$ cat src/hw/rtc_pkg.sv
// constants and types for the remote terminal controller
// assumes one 200 MHz clock and an APB master for software access
package rtc_pkg;
	// ****************
	// timing
	// ****************
	localparam longint CLK_HZ    = 200_000_000;
	localparam longint HOLD_MS   = 3000;
	localparam longint CFG_TO_MS = 75000;
	localparam longint COMM_MS   = 15000;
	localparam longint RXIDLE_MS = 1000;
	localparam longint FLASH_MS  = 500;
	localparam longint BEEP_MS   = 80;
	localparam longint BL_MS     = 30000;
	localparam longint HOLD_CYC   = HOLD_MS * (CLK_HZ / 1000);
	localparam longint CFG_TO_CYC = CFG_TO_MS * (CLK_HZ / 1000);
	localparam longint COMM_CYC   = COMM_MS * (CLK_HZ / 1000);
	localparam longint RXIDLE_CYC = RXIDLE_MS * (CLK_HZ / 1000);
	localparam longint FLASH_CYC  = FLASH_MS * (CLK_HZ / 1000);
	localparam longint BEEP_CYC   = BEEP_MS * (CLK_HZ / 1000);
	localparam longint BL_CYC     = BL_MS * (CLK_HZ / 1000);
	localparam int     TW         = 36;
	// ****************
	// address, contrast, identity
	// ****************
	localparam logic [7:0] ADDR_RST     = 8'hFF;
	localparam logic [7:0] ADDR_MIN     = 8'h01;
	localparam logic [7:0] ADDR_MAX     = 8'h1E;
	localparam logic [3:0] CONTR_RST    = 4'h8;
	localparam logic [7:0] FW_VERSION   = 8'h10; // arbitrary value
	// ****************
	// register map and fields
	// ****************
	localparam logic [3:0] OFS_STATUS = 4'h0;
	localparam logic [3:0] OFS_PANEL  = 4'h4;
	localparam logic [3:0] OFS_REPORT = 4'h8;
	localparam int PNL_ALARM = 0;
	localparam int PNL_PRE   = 1;
	localparam int PNL_FLT   = 2;
	localparam int PNL_ISO   = 3;
	localparam int PNL_EVT   = 4; // 3 bits: fire, fault, disable
	localparam int PNL_DEV   = 7;
	localparam logic [7:0] PANEL_RST  = 8'h00;
	localparam logic [2:0] REPORT_RST = 3'h7;
	// ****************
	// types
	// ****************
	typedef enum logic [1:0] {OP_PWRUP, OP_NORMAL, OP_FAULT} rtc_op_t;
	typedef enum logic [3:0] {
		SCR_PWRUP, SCR_CONFIG, SCR_NOCOMM, SCR_FAULT, SCR_SEEHOST,
		SCR_ALARM, SCR_PRE, SCR_SFLT, SCR_ISO, SCR_NORMAL
	} rtc_scr_t;
endpackage

$ cat src/hw/rtc_top.sv
// remote terminal controller: modes, timers, lamps, screen choice
// assumes synchronous button inputs and a decoder pulsing i_rx_valid
`timescale 1ns/10ps
module rtc_top #(
	parameter longint HOLD_CYC   = rtc_pkg::HOLD_CYC,
	parameter longint CFG_TO_CYC = rtc_pkg::CFG_TO_CYC,
	parameter longint COMM_CYC   = rtc_pkg::COMM_CYC,
	parameter longint RXIDLE_CYC = rtc_pkg::RXIDLE_CYC,
	// flash and backlight hold follow the hold time when it is scaled
	parameter longint FLASH_CYC  = HOLD_CYC * rtc_pkg::FLASH_CYC /
		rtc_pkg::HOLD_CYC,
	parameter longint BEEP_CYC   = rtc_pkg::BEEP_CYC,
	parameter longint BL_CYC     = HOLD_CYC * rtc_pkg::BL_CYC /
		rtc_pkg::HOLD_CYC
) (
	// clock and reset
	input  wire logic        I_CLK_SYS,
	input  wire logic        I_RST_N,
	// apb slave
	input  wire logic        I_PSEL,
	input  wire logic        I_PENABLE,
	input  wire logic        I_PWRITE,
	input  wire logic [3:0]  I_PADDR,
	input  wire logic [31:0] I_PWDATA,
	output logic      [31:0] O_PRDATA,
	output logic             O_PREADY,
	output logic             O_PSLVERR,
	// front panel controls
	input  wire logic        I_BTN_SETUP,
	input  wire logic        I_BTN_PREV,
	input  wire logic        I_BTN_NEXT,
	input  wire logic        I_BTN_SILENCE,
	input  wire logic        I_BTN_RESET,
	input  wire logic        I_KEY_EN,
	// health and link
	input  wire logic        I_HW_FAIL,
	input  wire logic        I_LCD_FAIL,
	input  wire logic        I_RX_VALID,
	// commands toward the host panel
	output logic             O_CMD_SILENCE,
	output logic             O_CMD_RESET,
	output logic             O_CMD_PREV,
	output logic             O_CMD_NEXT,
	// lamps, buzzer, display
	output logic             O_BUZZER,
	output logic             O_LED_SETUP,
	output logic             O_LINK_ACTIVITY_LED,
	output logic             O_LED_POWER,
	output logic             O_LED_HEALTHY,
	output logic [2:0]       O_LED_EVT,
	output logic             O_BACKLIGHT,
	output logic [3:0]       O_SCREEN,
	output logic [7:0]       O_ADDR,
	output logic [3:0]       O_CONTRAST
);
	localparam int TW = rtc_pkg::TW;

	typedef struct packed {
		rtc_pkg::rtc_op_t  op;
		logic              cfg;
		logic              held;
		logic [TW-1:0]     hold_cnt;
		logic [TW-1:0]     cfg_cnt;
		logic [TW-1:0]     comm_cnt;
		logic              rx_seen;
		logic [TW-1:0]     flash_cnt;
		logic              flash;
		logic [TW-1:0]     beep_cnt;
		logic [1:0]        beep_ph;
		logic [TW-1:0]     bl_cnt;
		logic [4:0]        btn_q;
		logic [7:0]        addr;
		logic [3:0]        contr;
		logic [7:0]        addr_sv;
		logic [3:0]        contr_sv;
		logic [7:0]        panel;
		logic [2:0]        report;
		logic [31:0]       prdata;
		logic              pready;
		logic              pslverr;
		logic [3:0]        cmd;
		logic              buzzer;
		logic              led_setup;
		logic              led_link;
		logic              led_pwr;
		logic              led_ok;
		logic [2:0]        led_evt;
		logic              bl;
		rtc_pkg::rtc_scr_t scr;
	} rtc_st_t;

	rtc_st_t s_r;
	rtc_st_t s_nxt;

	// address validity used by the state machine and assertions
	function automatic logic addr_ok(input logic [7:0] a);
		return a >= rtc_pkg::ADDR_MIN && a <= rtc_pkg::ADDR_MAX;
	endfunction

	// saturating counter step, shared by the hold and link timers
	function automatic logic [TW-1:0] cnt_up(input logic [TW-1:0] c,
		input longint lim);
		return (c < TW'(lim)) ? c + TW'(1) : TW'(lim);
	endfunction

	logic [4:0] btn;
	logic [4:0] press;
	logic       hold_hit;
	logic       cfg_to;
	logic       comm_lost;
	logic       rx_active;
	logic       fail;
	logic [2:0] evt;
	logic       apb_acc;
	logic       apb_done;

	// ****************
	// next-state logic
	// ****************
	always_comb begin
		s_nxt = s_r;
		btn = {I_BTN_SETUP, I_BTN_PREV, I_BTN_NEXT, I_BTN_SILENCE,
			I_BTN_RESET};
		press = btn & ~s_r.btn_q;
		s_nxt.btn_q = btn;
		apb_acc = I_PSEL & I_PENABLE & ~s_r.pready;
		apb_done = I_PSEL & I_PENABLE & I_PWRITE & s_r.pready;

		// setup hold timer, fires once per hold
		hold_hit = I_BTN_SETUP && !s_r.held &&
			s_r.hold_cnt == TW'(HOLD_CYC - 1);
		s_nxt.hold_cnt = I_BTN_SETUP ? cnt_up(s_r.hold_cnt, HOLD_CYC) : '0;
		s_nxt.held = I_BTN_SETUP & (s_r.held | hold_hit);

		// link timer, restarted by every valid host frame
		s_nxt.comm_cnt = I_RX_VALID ? '0 : cnt_up(s_r.comm_cnt, COMM_CYC);
		s_nxt.rx_seen = s_r.rx_seen | I_RX_VALID;
		comm_lost = s_r.rx_seen && s_r.comm_cnt == TW'(COMM_CYC);
		rx_active = s_r.rx_seen && s_r.comm_cnt < TW'(RXIDLE_CYC);

		// slow flash clock for lamps
		if (s_r.flash_cnt == TW'(FLASH_CYC - 1)) begin
			s_nxt.flash_cnt = '0;
			s_nxt.flash = ~s_r.flash;
		end else begin
			s_nxt.flash_cnt = s_r.flash_cnt + TW'(1);
		end

		// config mode entry, exit and timeout
		cfg_to = s_r.cfg && s_r.cfg_cnt == TW'(CFG_TO_CYC - 1);
		s_nxt.cfg_cnt = s_r.cfg ? s_r.cfg_cnt + TW'(1) : '0;
		if (hold_hit && !s_r.cfg) begin
			s_nxt.cfg = 1'b1;
			s_nxt.addr_sv = s_r.addr;
			s_nxt.contr_sv = s_r.contr;
		end else if (hold_hit) begin
			s_nxt.cfg = 1'b0;
		end else if (cfg_to) begin
			s_nxt.cfg = 1'b0; // revert to values held at entry
			s_nxt.addr = s_r.addr_sv;
			s_nxt.contr = s_r.contr_sv;
		end

		// adjustment in config mode, saturating
		if (s_r.cfg && !cfg_to) begin
			if (press[3])
				s_nxt.addr = addr_ok(s_r.addr) && s_r.addr > rtc_pkg::ADDR_MIN ?
					s_r.addr - 8'h01 : rtc_pkg::ADDR_MIN;
			else if (press[2])
				s_nxt.addr = addr_ok(s_r.addr) && s_r.addr < rtc_pkg::ADDR_MAX ?
					s_r.addr + 8'h01 : rtc_pkg::ADDR_MAX;
			if (press[1] && s_r.contr != 4'h0)
				s_nxt.contr = s_r.contr - 4'h1;
			else if (press[0] && s_r.contr != 4'hF)
				s_nxt.contr = s_r.contr + 4'h1;
		end

		// commands to the host, gated by access level
		s_nxt.cmd = '0;
		if (!s_r.cfg && s_r.op == rtc_pkg::OP_NORMAL) begin
			s_nxt.cmd[3] = press[1]; // silence works at either level
			s_nxt.cmd[2:0] = I_KEY_EN ? {press[0], press[3], press[2]} :
				3'h0;
		end

		// buzzer: double beep on entry, else one per press
		if (hold_hit && !s_r.cfg) begin
			s_nxt.beep_ph = 2'h3;
			s_nxt.beep_cnt = TW'(BEEP_CYC);
		end else if (|press) begin
			s_nxt.beep_ph = 2'h1;
			s_nxt.beep_cnt = TW'(BEEP_CYC);
		end else if (s_r.beep_ph != 2'h0) begin
			if (s_r.beep_cnt == TW'(1)) begin
				s_nxt.beep_ph = s_r.beep_ph - 2'h1;
				s_nxt.beep_cnt = TW'(BEEP_CYC);
			end else begin
				s_nxt.beep_cnt = s_r.beep_cnt - TW'(1);
			end
		end
		s_nxt.buzzer = s_nxt.beep_ph[0];

		// operating state machine
		fail = I_HW_FAIL | I_LCD_FAIL;
		case (s_r.op)
			rtc_pkg::OP_PWRUP: begin
				if (fail)
					s_nxt.op = rtc_pkg::OP_FAULT;
				else if (rx_active && addr_ok(s_r.addr))
					s_nxt.op = rtc_pkg::OP_NORMAL;
			end
			rtc_pkg::OP_NORMAL: begin
				if (fail || comm_lost)
					s_nxt.op = rtc_pkg::OP_FAULT;
			end
			rtc_pkg::OP_FAULT: begin
				if (!fail && rx_active && addr_ok(s_r.addr))
					s_nxt.op = rtc_pkg::OP_NORMAL;
			end
			default: s_nxt.op = rtc_pkg::OP_PWRUP;
		endcase

		// backlight hold after a key press
		s_nxt.bl_cnt = |press ? TW'(BL_CYC) :
			(s_r.bl_cnt != '0 ? s_r.bl_cnt - TW'(1) : '0);
		s_nxt.bl = s_r.panel[rtc_pkg::PNL_ALARM] | I_KEY_EN |
			(s_nxt.bl_cnt != '0);

		// lamps
		evt = s_r.panel[rtc_pkg::PNL_DEV] ?
			s_r.panel[rtc_pkg::PNL_EVT +: 3] : 3'h0;
		s_nxt.led_evt = evt;
		s_nxt.led_setup = s_nxt.cfg & s_r.flash;
		s_nxt.led_link = !s_nxt.cfg && rx_active && s_r.flash;
		s_nxt.led_pwr = s_nxt.op == rtc_pkg::OP_NORMAL;
		s_nxt.led_ok = s_nxt.op != rtc_pkg::OP_FAULT;

		// screen choice, highest status wins
		if (s_nxt.cfg)
			s_nxt.scr = rtc_pkg::SCR_CONFIG;
		else if (s_r.op == rtc_pkg::OP_PWRUP)
			s_nxt.scr = rtc_pkg::SCR_PWRUP;
		else if (comm_lost)
			s_nxt.scr = rtc_pkg::SCR_NOCOMM;
		else if (s_r.op == rtc_pkg::OP_FAULT)
			s_nxt.scr = rtc_pkg::SCR_FAULT;
		else if (|(evt & ~s_r.report))
			s_nxt.scr = rtc_pkg::SCR_SEEHOST;
		else if (s_r.panel[rtc_pkg::PNL_ALARM])
			s_nxt.scr = rtc_pkg::SCR_ALARM;
		else if (s_r.panel[rtc_pkg::PNL_PRE])
			s_nxt.scr = rtc_pkg::SCR_PRE;
		else if (s_r.panel[rtc_pkg::PNL_FLT] || evt[1])
			s_nxt.scr = rtc_pkg::SCR_SFLT;
		else if (s_r.panel[rtc_pkg::PNL_ISO] || evt[2])
			s_nxt.scr = rtc_pkg::SCR_ISO;
		else
			s_nxt.scr = rtc_pkg::SCR_NORMAL;

		// apb: answer one cycle into the access phase
		s_nxt.pready = apb_acc;
		s_nxt.pslverr = 1'b0;
		s_nxt.prdata = '0;
		if (apb_acc) begin
			case (I_PADDR)
				rtc_pkg::OFS_STATUS: begin
					s_nxt.prdata = {1'b0, rtc_pkg::FW_VERSION, s_r.contr,
						s_r.addr, 3'h0, s_r.scr, I_KEY_EN, s_r.cfg, s_r.op};
				end
				rtc_pkg::OFS_PANEL: begin
					s_nxt.prdata = {24'h000000, s_r.panel};
				end
				rtc_pkg::OFS_REPORT: begin
					s_nxt.prdata = {29'h00000000, s_r.report};
				end
				default: s_nxt.pslverr = 1'b1;
			endcase
		end
		// writes land only at the edge that completes the transfer
		if (apb_done && I_PADDR == rtc_pkg::OFS_PANEL)
			s_nxt.panel = I_PWDATA[7:0];
		if (apb_done && I_PADDR == rtc_pkg::OFS_REPORT)
			s_nxt.report = I_PWDATA[2:0];
	end

	// ****************
	// state register
	// ****************
	always_ff @(posedge I_CLK_SYS) begin
		if (!I_RST_N) begin
			s_r <= '0; // clears every timer
			s_r.op <= rtc_pkg::OP_PWRUP;
			s_r.addr <= rtc_pkg::ADDR_RST;
			s_r.addr_sv <= rtc_pkg::ADDR_RST;
			s_r.contr <= rtc_pkg::CONTR_RST;
			s_r.contr_sv <= rtc_pkg::CONTR_RST;
			s_r.panel <= rtc_pkg::PANEL_RST;
			s_r.report <= rtc_pkg::REPORT_RST;
			s_r.led_ok <= 1'b1;
			s_r.scr <= rtc_pkg::SCR_PWRUP;
		end else begin
			s_r <= s_nxt;
		end
	end

	// outputs straight from the state register
	assign O_PRDATA = s_r.prdata;
	assign O_PREADY = s_r.pready;
	assign O_PSLVERR = s_r.pslverr;
	assign {O_CMD_SILENCE, O_CMD_RESET, O_CMD_PREV, O_CMD_NEXT} = s_r.cmd;
	assign O_BUZZER = s_r.buzzer;
	assign O_LED_SETUP = s_r.led_setup;
	assign O_LINK_ACTIVITY_LED = s_r.led_link;
	assign O_LED_POWER = s_r.led_pwr;
	assign O_LED_HEALTHY = s_r.led_ok;
	assign O_LED_EVT = s_r.led_evt;
	assign O_BACKLIGHT = s_r.bl;
	assign O_SCREEN = s_r.scr;
	assign O_ADDR = s_r.addr;
	assign O_CONTRAST = s_r.contr;
endmodule

$ cat config.mk
export PLATFORM = sky130hd
export DESIGN_NAME = rtc_top
export DESIGN_NICKNAME = d
export VERILOG_FILES = /design/src/hw/rtc_pkg.sv /design/src/hw/rtc_top.sv
export SDC_FILE = /design/constraint.sdc
export NUM_CORES = 1
export LEC_CHECK = 0
export ABC_AREA = 1
export BUFFER_PORTS_ARGS = -buffer_cell sky130_fd_sc_hd__buf_2
export CELL_PAD_IN_SITES_DETAIL_PLACEMENT = 0
export CELL_PAD_IN_SITES_GLOBAL_PLACEMENT = 1
export CORE_AREA = 2 2 202 204
export CTS_CLUSTER_DIAMETER = 50
export DETAILED_ROUTE_END_ITERATION = 16
export DIE_AREA = 0 0 204 206
export PLACE_DENSITY = 0.83
export SETUP_SLACK_MARGIN = 0.4
export SYNTH_ARGS = -nofsm -noshare
export SYNTH_HDL_FRONTEND = slang
export SYNTH_SLANG_ARGS = --single-unit
$ cat constraint.sdc
create_clock -name I_CLK_SYS -period 2.2 [get_ports I_CLK_SYS]
set_clock_uncertainty 0.15 [all_clocks]
set_input_delay 0.22 -clock I_CLK_SYS [delete_from_list [all_inputs] [get_ports I_CLK_SYS]]
set_output_delay 0.22 -clock I_CLK_SYS [all_outputs]
set_load 0.05 [all_outputs]
==> results, run 1 <==
- The tightest slew margin relative to the limit is 58.6%.
- For the pin with the worst max-slew slack, the measured transition is 0.620 ns.
- The horizontal extent of the die is 204 um.
- Once detail routing completed, the nets flagged for antenna violations numbered 0.
- The number of antenna violations at the first check in global routing is 2.
- In the layout the commonest cells are nand2_1, nor2_1, buf_4.
- The post-route netlist has 40.3% of its cells at a drive strength greater than 1.
- The static leakage is 0.0100 uW.
- The largest single stage delay on the critical path is 0.36 ns.
- The area taken by flip-flops and latches is 6240 sq um.
- After synthesis, the largest family of logic cells by area is simple AND/OR/NAND/NOR gates.
- The sequential share of the synthesized area is 38.7%.
- The number of I/O pins is 113.
- The maximum number of pins on one net before global-route repair is 46.
- After detailed placement, the total cell area comes to 18000 sq um.
- The warning count from the yosys run is 0.
- The adder and majority cell fraction of the synthesized area is 1.12%.
- For this block, the routed nets add up to 51800 um of wire.
- The worst register-to-register path has a depth of 14.
- The multi-input logic area is 10500 sq um.
- The flow ran to the end, and the final reports show no timing, DRC or antenna violations.
- The max-slew violation count came to 0.
- The slowest stage cell on the critical path is dfxtp_4.
- The core occupancy in the finished layout is 58.3%.
- The number of fillers in the final layout is 3619.
- The number of placed instances, taps included, is 3007.
- Setup repair after global routing could not meet its margin everywhere.
- The post-layout minimum cycle time is 2.14 ns.
- After Yosys synthesis, XOR and XNOR cells account for 4.63% of the synthesized area.
- The number of global-route vias before repair is 15437.
- VDD sags by at most 0.811 mV.
- The worst hold endpoint is O_PSLVERR.
- The final-report hold violation count is 0.
- The maximum root-to-sink buffer count is 3.
- The worst register-to-register path begins at s_r[275].
- The layer flagged by global routing as most heavily used is met2.
- On the critical path the largest part of the delay comes from simple AND/OR/NAND/NOR gates.
- After the first detailed-routing iteration, the DRC count stood at 1123.
- The critical path goes through ha_4, nand2_4, nor3_4, nand2_2, inv_2, nand2_2, nor2_2, nand3_2, nor2_4, buf_6, buf_6, nor2_4, nand4_1, nor2_1.
- The cell area after layout is 23400 sq um.
- The fraction of met3 tracks used by global routing is 3.30%.
- The number of nets in the layout is 2735.
- Summing the areas of all compound-gate instances in the mapped netlist gives 8.64% of the synthesized area.
- The routability congestion estimate is 0.915.
- After synthesis, the netlist uses 55 different library cells.
- The number of antenna diodes in the final layout is 0.
- STA classifies the critical path endpoint as a flip-flop.
- The cell count after synthesis came out at 2275.
- The TritonCTS sink count is 303.
- The synthesized-area fraction occupied by and/or/nand/nor cells is 36.0%.
- The overall die height is 206 um.
- The number of DRC violations after detailed routing is 0.
- The worst hold path begins at I_PADDR[3].
- In the final routed layout, each cell accounts on average for 16.0 um.
- The register-to-register setup slack is 0.06 ns.
- The critical path is of the reg -> reg type.
- The total global-route track usage is 22.3%.
- The clock reaches the later pin of the worst-skew pair after 0.54 ns.
- The worst hold path stage count is 4.
- TritonCTS built the clock tree.
- The max-capacitance violation count is 0.
- Setup violations remaining at the end of the flow were counted as 0.
- The total iterations of the first detailed-routing run is 5.
- The starting utilization of the core area is 39.1%.
- The met1 usage in global routing is 28.8%.
- Derived from the worst setup path, the maximum achievable clock frequency is 467 MHz.
- The worst hold slack is 0.0101 ns.
- Dividing the detail-routed via count by the number of cells gives 5.12.
- After clock tree synthesis, the clock-pin slew on the worst setup and hold paths is 0.06 ns.
- The area of the core is 40200 sq um.
- Counting buffers and inverters, the worst setup path is 14 cells deep.
- The global route total overflow is 0.
- The depth of the CTS H-tree is 2.
- The wire length of the first global-routing pass is 76500 um.
- In this run the mean area of a mapped cell was 6.90 sq um.
- In this run the power density over the cells is 585 nW/um^2.
- The worst hold-check path type is in -> reg.
- The floorplan has 74 rows.
- The finished layout holds 3232 standard cells, fillers aside.
- The area added between synthesis and finish is 49.2%.
- The most common library cell in the layout ignoring fill and taps is nand2_1.
- The placed wire-length estimate after detailed placement is 34100 um.
- For this run, global-route usage on met2 was measured as 38.3%.
- In this run the cell area of the synthesized design comes to 15700 sq um.
- The biggest fanout along the worst timing path is 5.
- The total number of vias is 16537.
- The worst setup path is launched from a flip-flop.
- The share of cell area taken by muxes after synthesis is 0%.
- The number of clock buffers added by TritonCTS is 40.
- The critical path data required time is 2.48 ns.
- For the final routed database, the setup TNS stands at 0 ns.
- The root cell of the clock tree is clkbuf_16.
- The count of buffers from port buffering is 77.
- For the worst setup path, the data arrival time is 2.42 ns.
- The number of register bits inferred by synthesis is 303.
- After layout, the worst path uses 97.3% of the clock period.
- The die outline area is 42000 sq um.
- Counting both buffers and inverters, the worst setup path holds a total of 3.
- The worst reg2reg path endpoint is O_SCREEN[2].
==> synth_stat cells, drive strengths merged <==
cell type | instances | area (sq um)
nor2 | 428 | 1690
nand2 | 412 | 1590
inv | 307 | 1150
dfxtp | 303 | 6070
nand3 | 121 | 621
a21oi | 107 | 547
nor3 | 107 | 598
o21ai | 80 | 404
nand4 | 71 | 469
buf | 67 | 480
xor2 | 54 | 473
nor4 | 52 | 350
xnor2 | 29 | 254
nor3b | 22 | 175
clkbuf | 18 | 67.6
or2 | 17 | 106
ha | 14 | 175
o211ai | 14 | 105
a31oi | 9 | 56.3
o21bai | 6 | 45.0
nand3b | 5 | 37.5
o21a | 5 | 37.5
a211oi | 4 | 30.0
a31o | 3 | 26.3
and3 | 3 | 18.8
clkinv | 3 | 11.3
o31ai | 3 | 22.5
o221ai | 2 | 17.5
o22ai | 2 | 12.5
a21boi | 1 | 7.51
a221oi | 1 | 8.76
a32o | 1 | 10.0
a41oi | 1 | 8.76
conb | 1 | 3.75
o22a | 1 | 8.76
o41ai | 1 | 8.76
==> tightest hold or removal path, delay by kind of cell <==
kind,cells,cell delay [ns]
AND/OR/NAND/NOR,2,0.21
buffers and inverters,2,0.23
==> repair_timing <==
action                                  in CTS  in global routing
buffers inserted                            65                 56
pin swaps                                   74                178
cloned                                       6                  8
hold buffers                                19                  0
resized for setup                          193                558
hold endpoints to repair                    27                  0
endpoints found under the setup margin     187                242
==> state kept, by name, summed over array words and instances (netlist names), 3 cells and up <==
| name | count |
|---|---|
| s_r | 252 |
| O_PRDATA | 21 |
| O_ADDR | 8 |
| O_CONTRAST | 4 |
| O_SCREEN | 4 |
| O_LED_EVT | 3 |
==> layer usage <==
layer	vias up	part of all wire, %
li1	8125	-
met1	7841	43
met2	469	49
met3	102	5.3
met4	0	2.6
met5	-	0
==> worst max path at each step <==
stage	from	endpoint	slack, ns
after floorplan	s_r[275]	s_r[303]	0.24
after global placement	s_r[95]	O_BACKLIGHT	0.02
after detailed placement	s_r[276]	s_r[128]	0.005
after CTS	s_r[275]	s_r[62]	0.11
after global routing	s_r[91]	O_BACKLIGHT	-0.05
final	s_r[275]	O_SCREEN[2]	0.06
==> metrics by stage <==
stage	setup slack, ns	total power (uW)
floorplan	0.241	6390
global placement	0.0158	6750
detailed placement	0.00488	6760
CTS	0.108	13600
global route	-0.0531	14100
finish	0.0600	13700
==> area by class of cell <==
class | count | share of cell area (%)
inverter | 310 | 5.25
tap | 532 | 2.84
sequential | 303 | 26.6
multi-input combinational | 1599 | 44.9
timing repair buffer | 415 | 14.5
clock inverter | 17 | 0.930
timing repair inverter | 2 | 0.0802
clock buffer | 54 | 4.89
==> power breakdown <==
part	total, uW	internal (uW)	switching [uW]
Clock	6740	4150	2590
Sequential	5640	5550	89.0
Combinational	1310	518	787
==> logic make-up after synthesis <==
logic type / after synthesis
other: 1
AOI/OAI and AO/OA: 241
buffers and inverters: 395
xor gates and xnor gates: 83
and+or+nand+nor: 1238
adders and majority gates: 14
DFF: 303
(Power assumes the default switching activity.)
==> run 2: changes to the inputs <==
==> constraint.sdc (replaced) <==
create_clock -name I_CLK_SYS -period 2.2 [get_ports I_CLK_SYS]
set_clock_uncertainty 0.15 [all_clocks]
set_input_delay 0.44 -clock I_CLK_SYS [delete_from_list [all_inputs] [get_ports I_CLK_SYS]]
set_output_delay 0.44 -clock I_CLK_SYS [all_outputs]
set_load 0.05 [all_outputs]
==> results, run 2 (synthesis results as in run 1) <==
- Traced cell by cell, the critical path runs through nor2_4, nand2_2, nor2_2, nand2_1, buf_4, inv_1, nand3_4, nand2_4, inv_6, nand3_1, nand2_1, nor2_2, nand3_2, nor2_2, nor2_1.
- Setup repair after global routing could not meet its margin everywhere.
- The max-slew violation count is 0 (unchanged).
- The total iterations of the first detailed-routing run is 5 (unchanged).
- The worst hold endpoint is s_r[60].
- The fraction of layout instances using a drive strength above 1 is 39.3% (-1.0 points).
- The cell depth of the worst flop-to-flop path is 15 (+1).
- The worst setup path is launched from a flip-flop.
- The worst path buffer plus inverter count was 3 (unchanged).
- The worst hold slack came to 0.0109 ns (+0.000809 ns).
- The biggest fanout along the worst timing path came to 5 (unchanged).
- The post-route fraction of the period consumed by the critical path is 101% (+4.1 points).
- The peak supply drop is 0.582 mV (-28%).
- The initial DRC count is 942 (-16%).
- TritonCTS built the clock tree.
- The static leakage came to 0.00981 uW (-2.1%).
- The endpoint type of the worst setup path is a flip-flop.
- The clock transition time at the flip-flop clock pins of the worst setup and hold paths is 0.06 ns (about the same).
- The part of the total power dissipated in combinational logic is 8.8% (-0.7 points).
- The global route total overflow is 0 (unchanged).
- The starting utilization of the core area is 39.1% (unchanged).
- The longest individual stage delay on the worst path is 0.35 ns (about the same).
- The register-to-register setup slack is -0.03 ns (-0.09 ns).
- The slowest stage cell on the critical path is dfxtp_2.
- The root cell of the clock tree is clkbuf_16.
- The switching power total is 3610 uW (+4.2%).
- The worst reg2reg path endpoint is O_BACKLIGHT.
- The setup TNS after final layout came to -0.189 ns (-0.189 ns).
- The area added between synthesis and finish is 48.2%.
- The diode insertion count for antenna repair is 0 (unchanged).
- The placed wire-length estimate after detailed placement is 34200 um (+0.25%).
- The number of flip-flops in the largest register is 252 (unchanged).
- The number of CTS-inserted buffers came to 41 (+2.5%).
- The routability congestion estimate is 0.906 (-1.0%).
- By instance count, the cell type seen most on the critical path is nor2_2.
- The total number of vias is 16328 (-1.3%).
- The total global-route track usage is 22.6% (+0.32 points).
- The slack of the critical path is -0.0307 ns (-0.0908 ns).
- The die outline area is 42000 sq um (unchanged).
- The number of fillers in the final layout is 3541 (-2.2%).
- The start point of the worst hold path is I_PWDATA[6].
- The horizontal extent of the die was 204 um (unchanged).
- The TritonCTS sink count is 303 (unchanged).
- The number of nets still failing antenna checks after routing was 0 (unchanged).
- The post-layout minimum cycle time came to 2.23 ns (+0.0908 ns).
- The count of buffers from port buffering came to 77 (unchanged).
- The final-report hold violation count is 0 (unchanged).
- The worst hold path stage count is 3 (-1).
- The number of antenna violations at the first check in global routing is 3 (+1).
- The timing-limited maximum frequency came to 448 MHz (-4.1%).
- The number of I/O pins is 113 (unchanged).
- The switching part of the total power is 25.8% (+0.43 points).
- The library cell used most frequently in the layout, excluding fill and tap cells, is nand2_1.
- The final-report setup violation count came to 9 (+9).
- The area of the core was 40200 sq um (unchanged).
- The max-capacitance violation count came to 0 (unchanged).
- The run finished, with violations left.
- The data arrival at the endpoint of the critical path is 2.50 ns (+0.08 ns).
- The proportion of power drawn by the clock network came to 50.9% (+1.7 points).
- The critical register-to-register path startpoint is s_r[107].
- The number of DRC violations after detailed routing was 0 (unchanged).
- The maximum root-to-sink buffer count is 3 (unchanged).
- The worst-skew pair later-pin latency is 0.56 ns (+0.02 ns).
- The number of nets in the layout is 2699 (-1.3%).
- The number of global-route vias before repair is 15342 (-0.62%).
- s_r holds more flip-flops than any other register.
- The power density normalized to cell area was 603 nW/um^2 (+3.1%).
- The maximum number of pins on one net before global-route repair is 70 (+52%).
- The post-detailed-routing wire length is 51200 um (-1.2%).
- The overall die height came to 206 um (unchanged).
- The row count is 74 (unchanged).
- The area taken by flip-flops and latches came to 6210 sq um (-0.44%).
- The most critical setup path has its startpoint at s_r[107].
- The routed via count divided by cell count came to 5.10 (-0.25%).
- The cell-internal power is 10400 uW (+1.8%).
- In the layout the commonest cells are nand2_1, nor2_1, inv_1.
- The checks that failed: negative setup slack.
- The wire length of the first global-routing pass is 77200 um (+0.93%).
- The cell type group with the largest total delay on the critical path is simple AND/OR/NAND/NOR gates.
- The critical path data required time is 2.47 ns (about the same).
- The kind of critical path is reg -> reg.
- The number of cells on the critical path is 15 (+1).
- In this run the worst hold path is classified as in -> reg.
- The sequential group share of total power is 40.3% (-0.9 points).
- The multi-input logic area was 10500 sq um (-0.52%).
- The depth of the CTS H-tree is 2 (unchanged).
- The routed length per instance came to 16.0 um (-0.18%).
-- run 2: routing by layer --
layer	share of wire, %	global-route usage (%)
met3	5.2	3.44
met4	3.5	8.95
met2	49	37.9
met5	0.025	0
met1	42	29.3
-- run 2: worst max-delay path by stage --
stage	endpoint	slack, ns
2_1_floorplan	s_r[303]	0.24
4_1_cts	O_BACKLIGHT	0.07
6_report	O_BACKLIGHT	-0.03
5_1_grt	O_BACKLIGHT	-0.15
3_3_place_gp	O_BACKLIGHT	-0.10
3_5_place_dp	O_BACKLIGHT	-0.15
-- run 2: power by group through the flow --
stage               combinational [uW]  clock, uW  sequential, uW
global route                      1340       7510            5660
floorplan                          622          0            5780
CTS                               1070       7260            5650
finish                            1230       7140            5650
detailed placement                 958          0            5770
global placement                   950          0            5770
-- run 2: what timing repair did --
item,CTS,global route
pin swaps,62,154
gates cloned,7,7
setup buffers,61,50
hold endpoints to repair,8,0
resized for setup,199,535
hold buffers,8,0
endpoints found under the setup margin,222,258
-- run 2: metrics by stage --
stage | util (%) | setup slack (ns) | area (sq um) | total power [uW] | instances
after global routing | 57.9 | -0.148 | 23300 | 14500 | 3199
final | 57.9 | -0.0307 | 23300 | 14000 | 3199
after detailed placement | 44.7 | -0.151 | 18000 | 6730 | 2991
after floorplan | - | 0.241 | 16200 | 6400 | 2295
after global placement | 44.7 | -0.103 | 18000 | 6720 | 2991
after CTS | 51.9 | 0.0667 | 20800 | 14000 | 3142
-- run 2: area by class of cell --
| class | instances | share of cell area [%] |
|---|---|---|
| repair inverters | 3 | 0.188 |
| multi-input cells | 1598 | 45.0 |
| clock inverters | 25 | 1.38 |
| repair buffers | 378 | 13.8 |
| inverters | 310 | 5.22 |
| clock buffers | 50 | 4.91 |
| flip-flops and latches | 303 | 26.7 |
| well taps | 532 | 2.86 |
-- run 2: tightest hold or removal path: stages --
cell and delay [ns]:
buf_2 0.09, o21ai_0 0.07, nor2_1 0.08
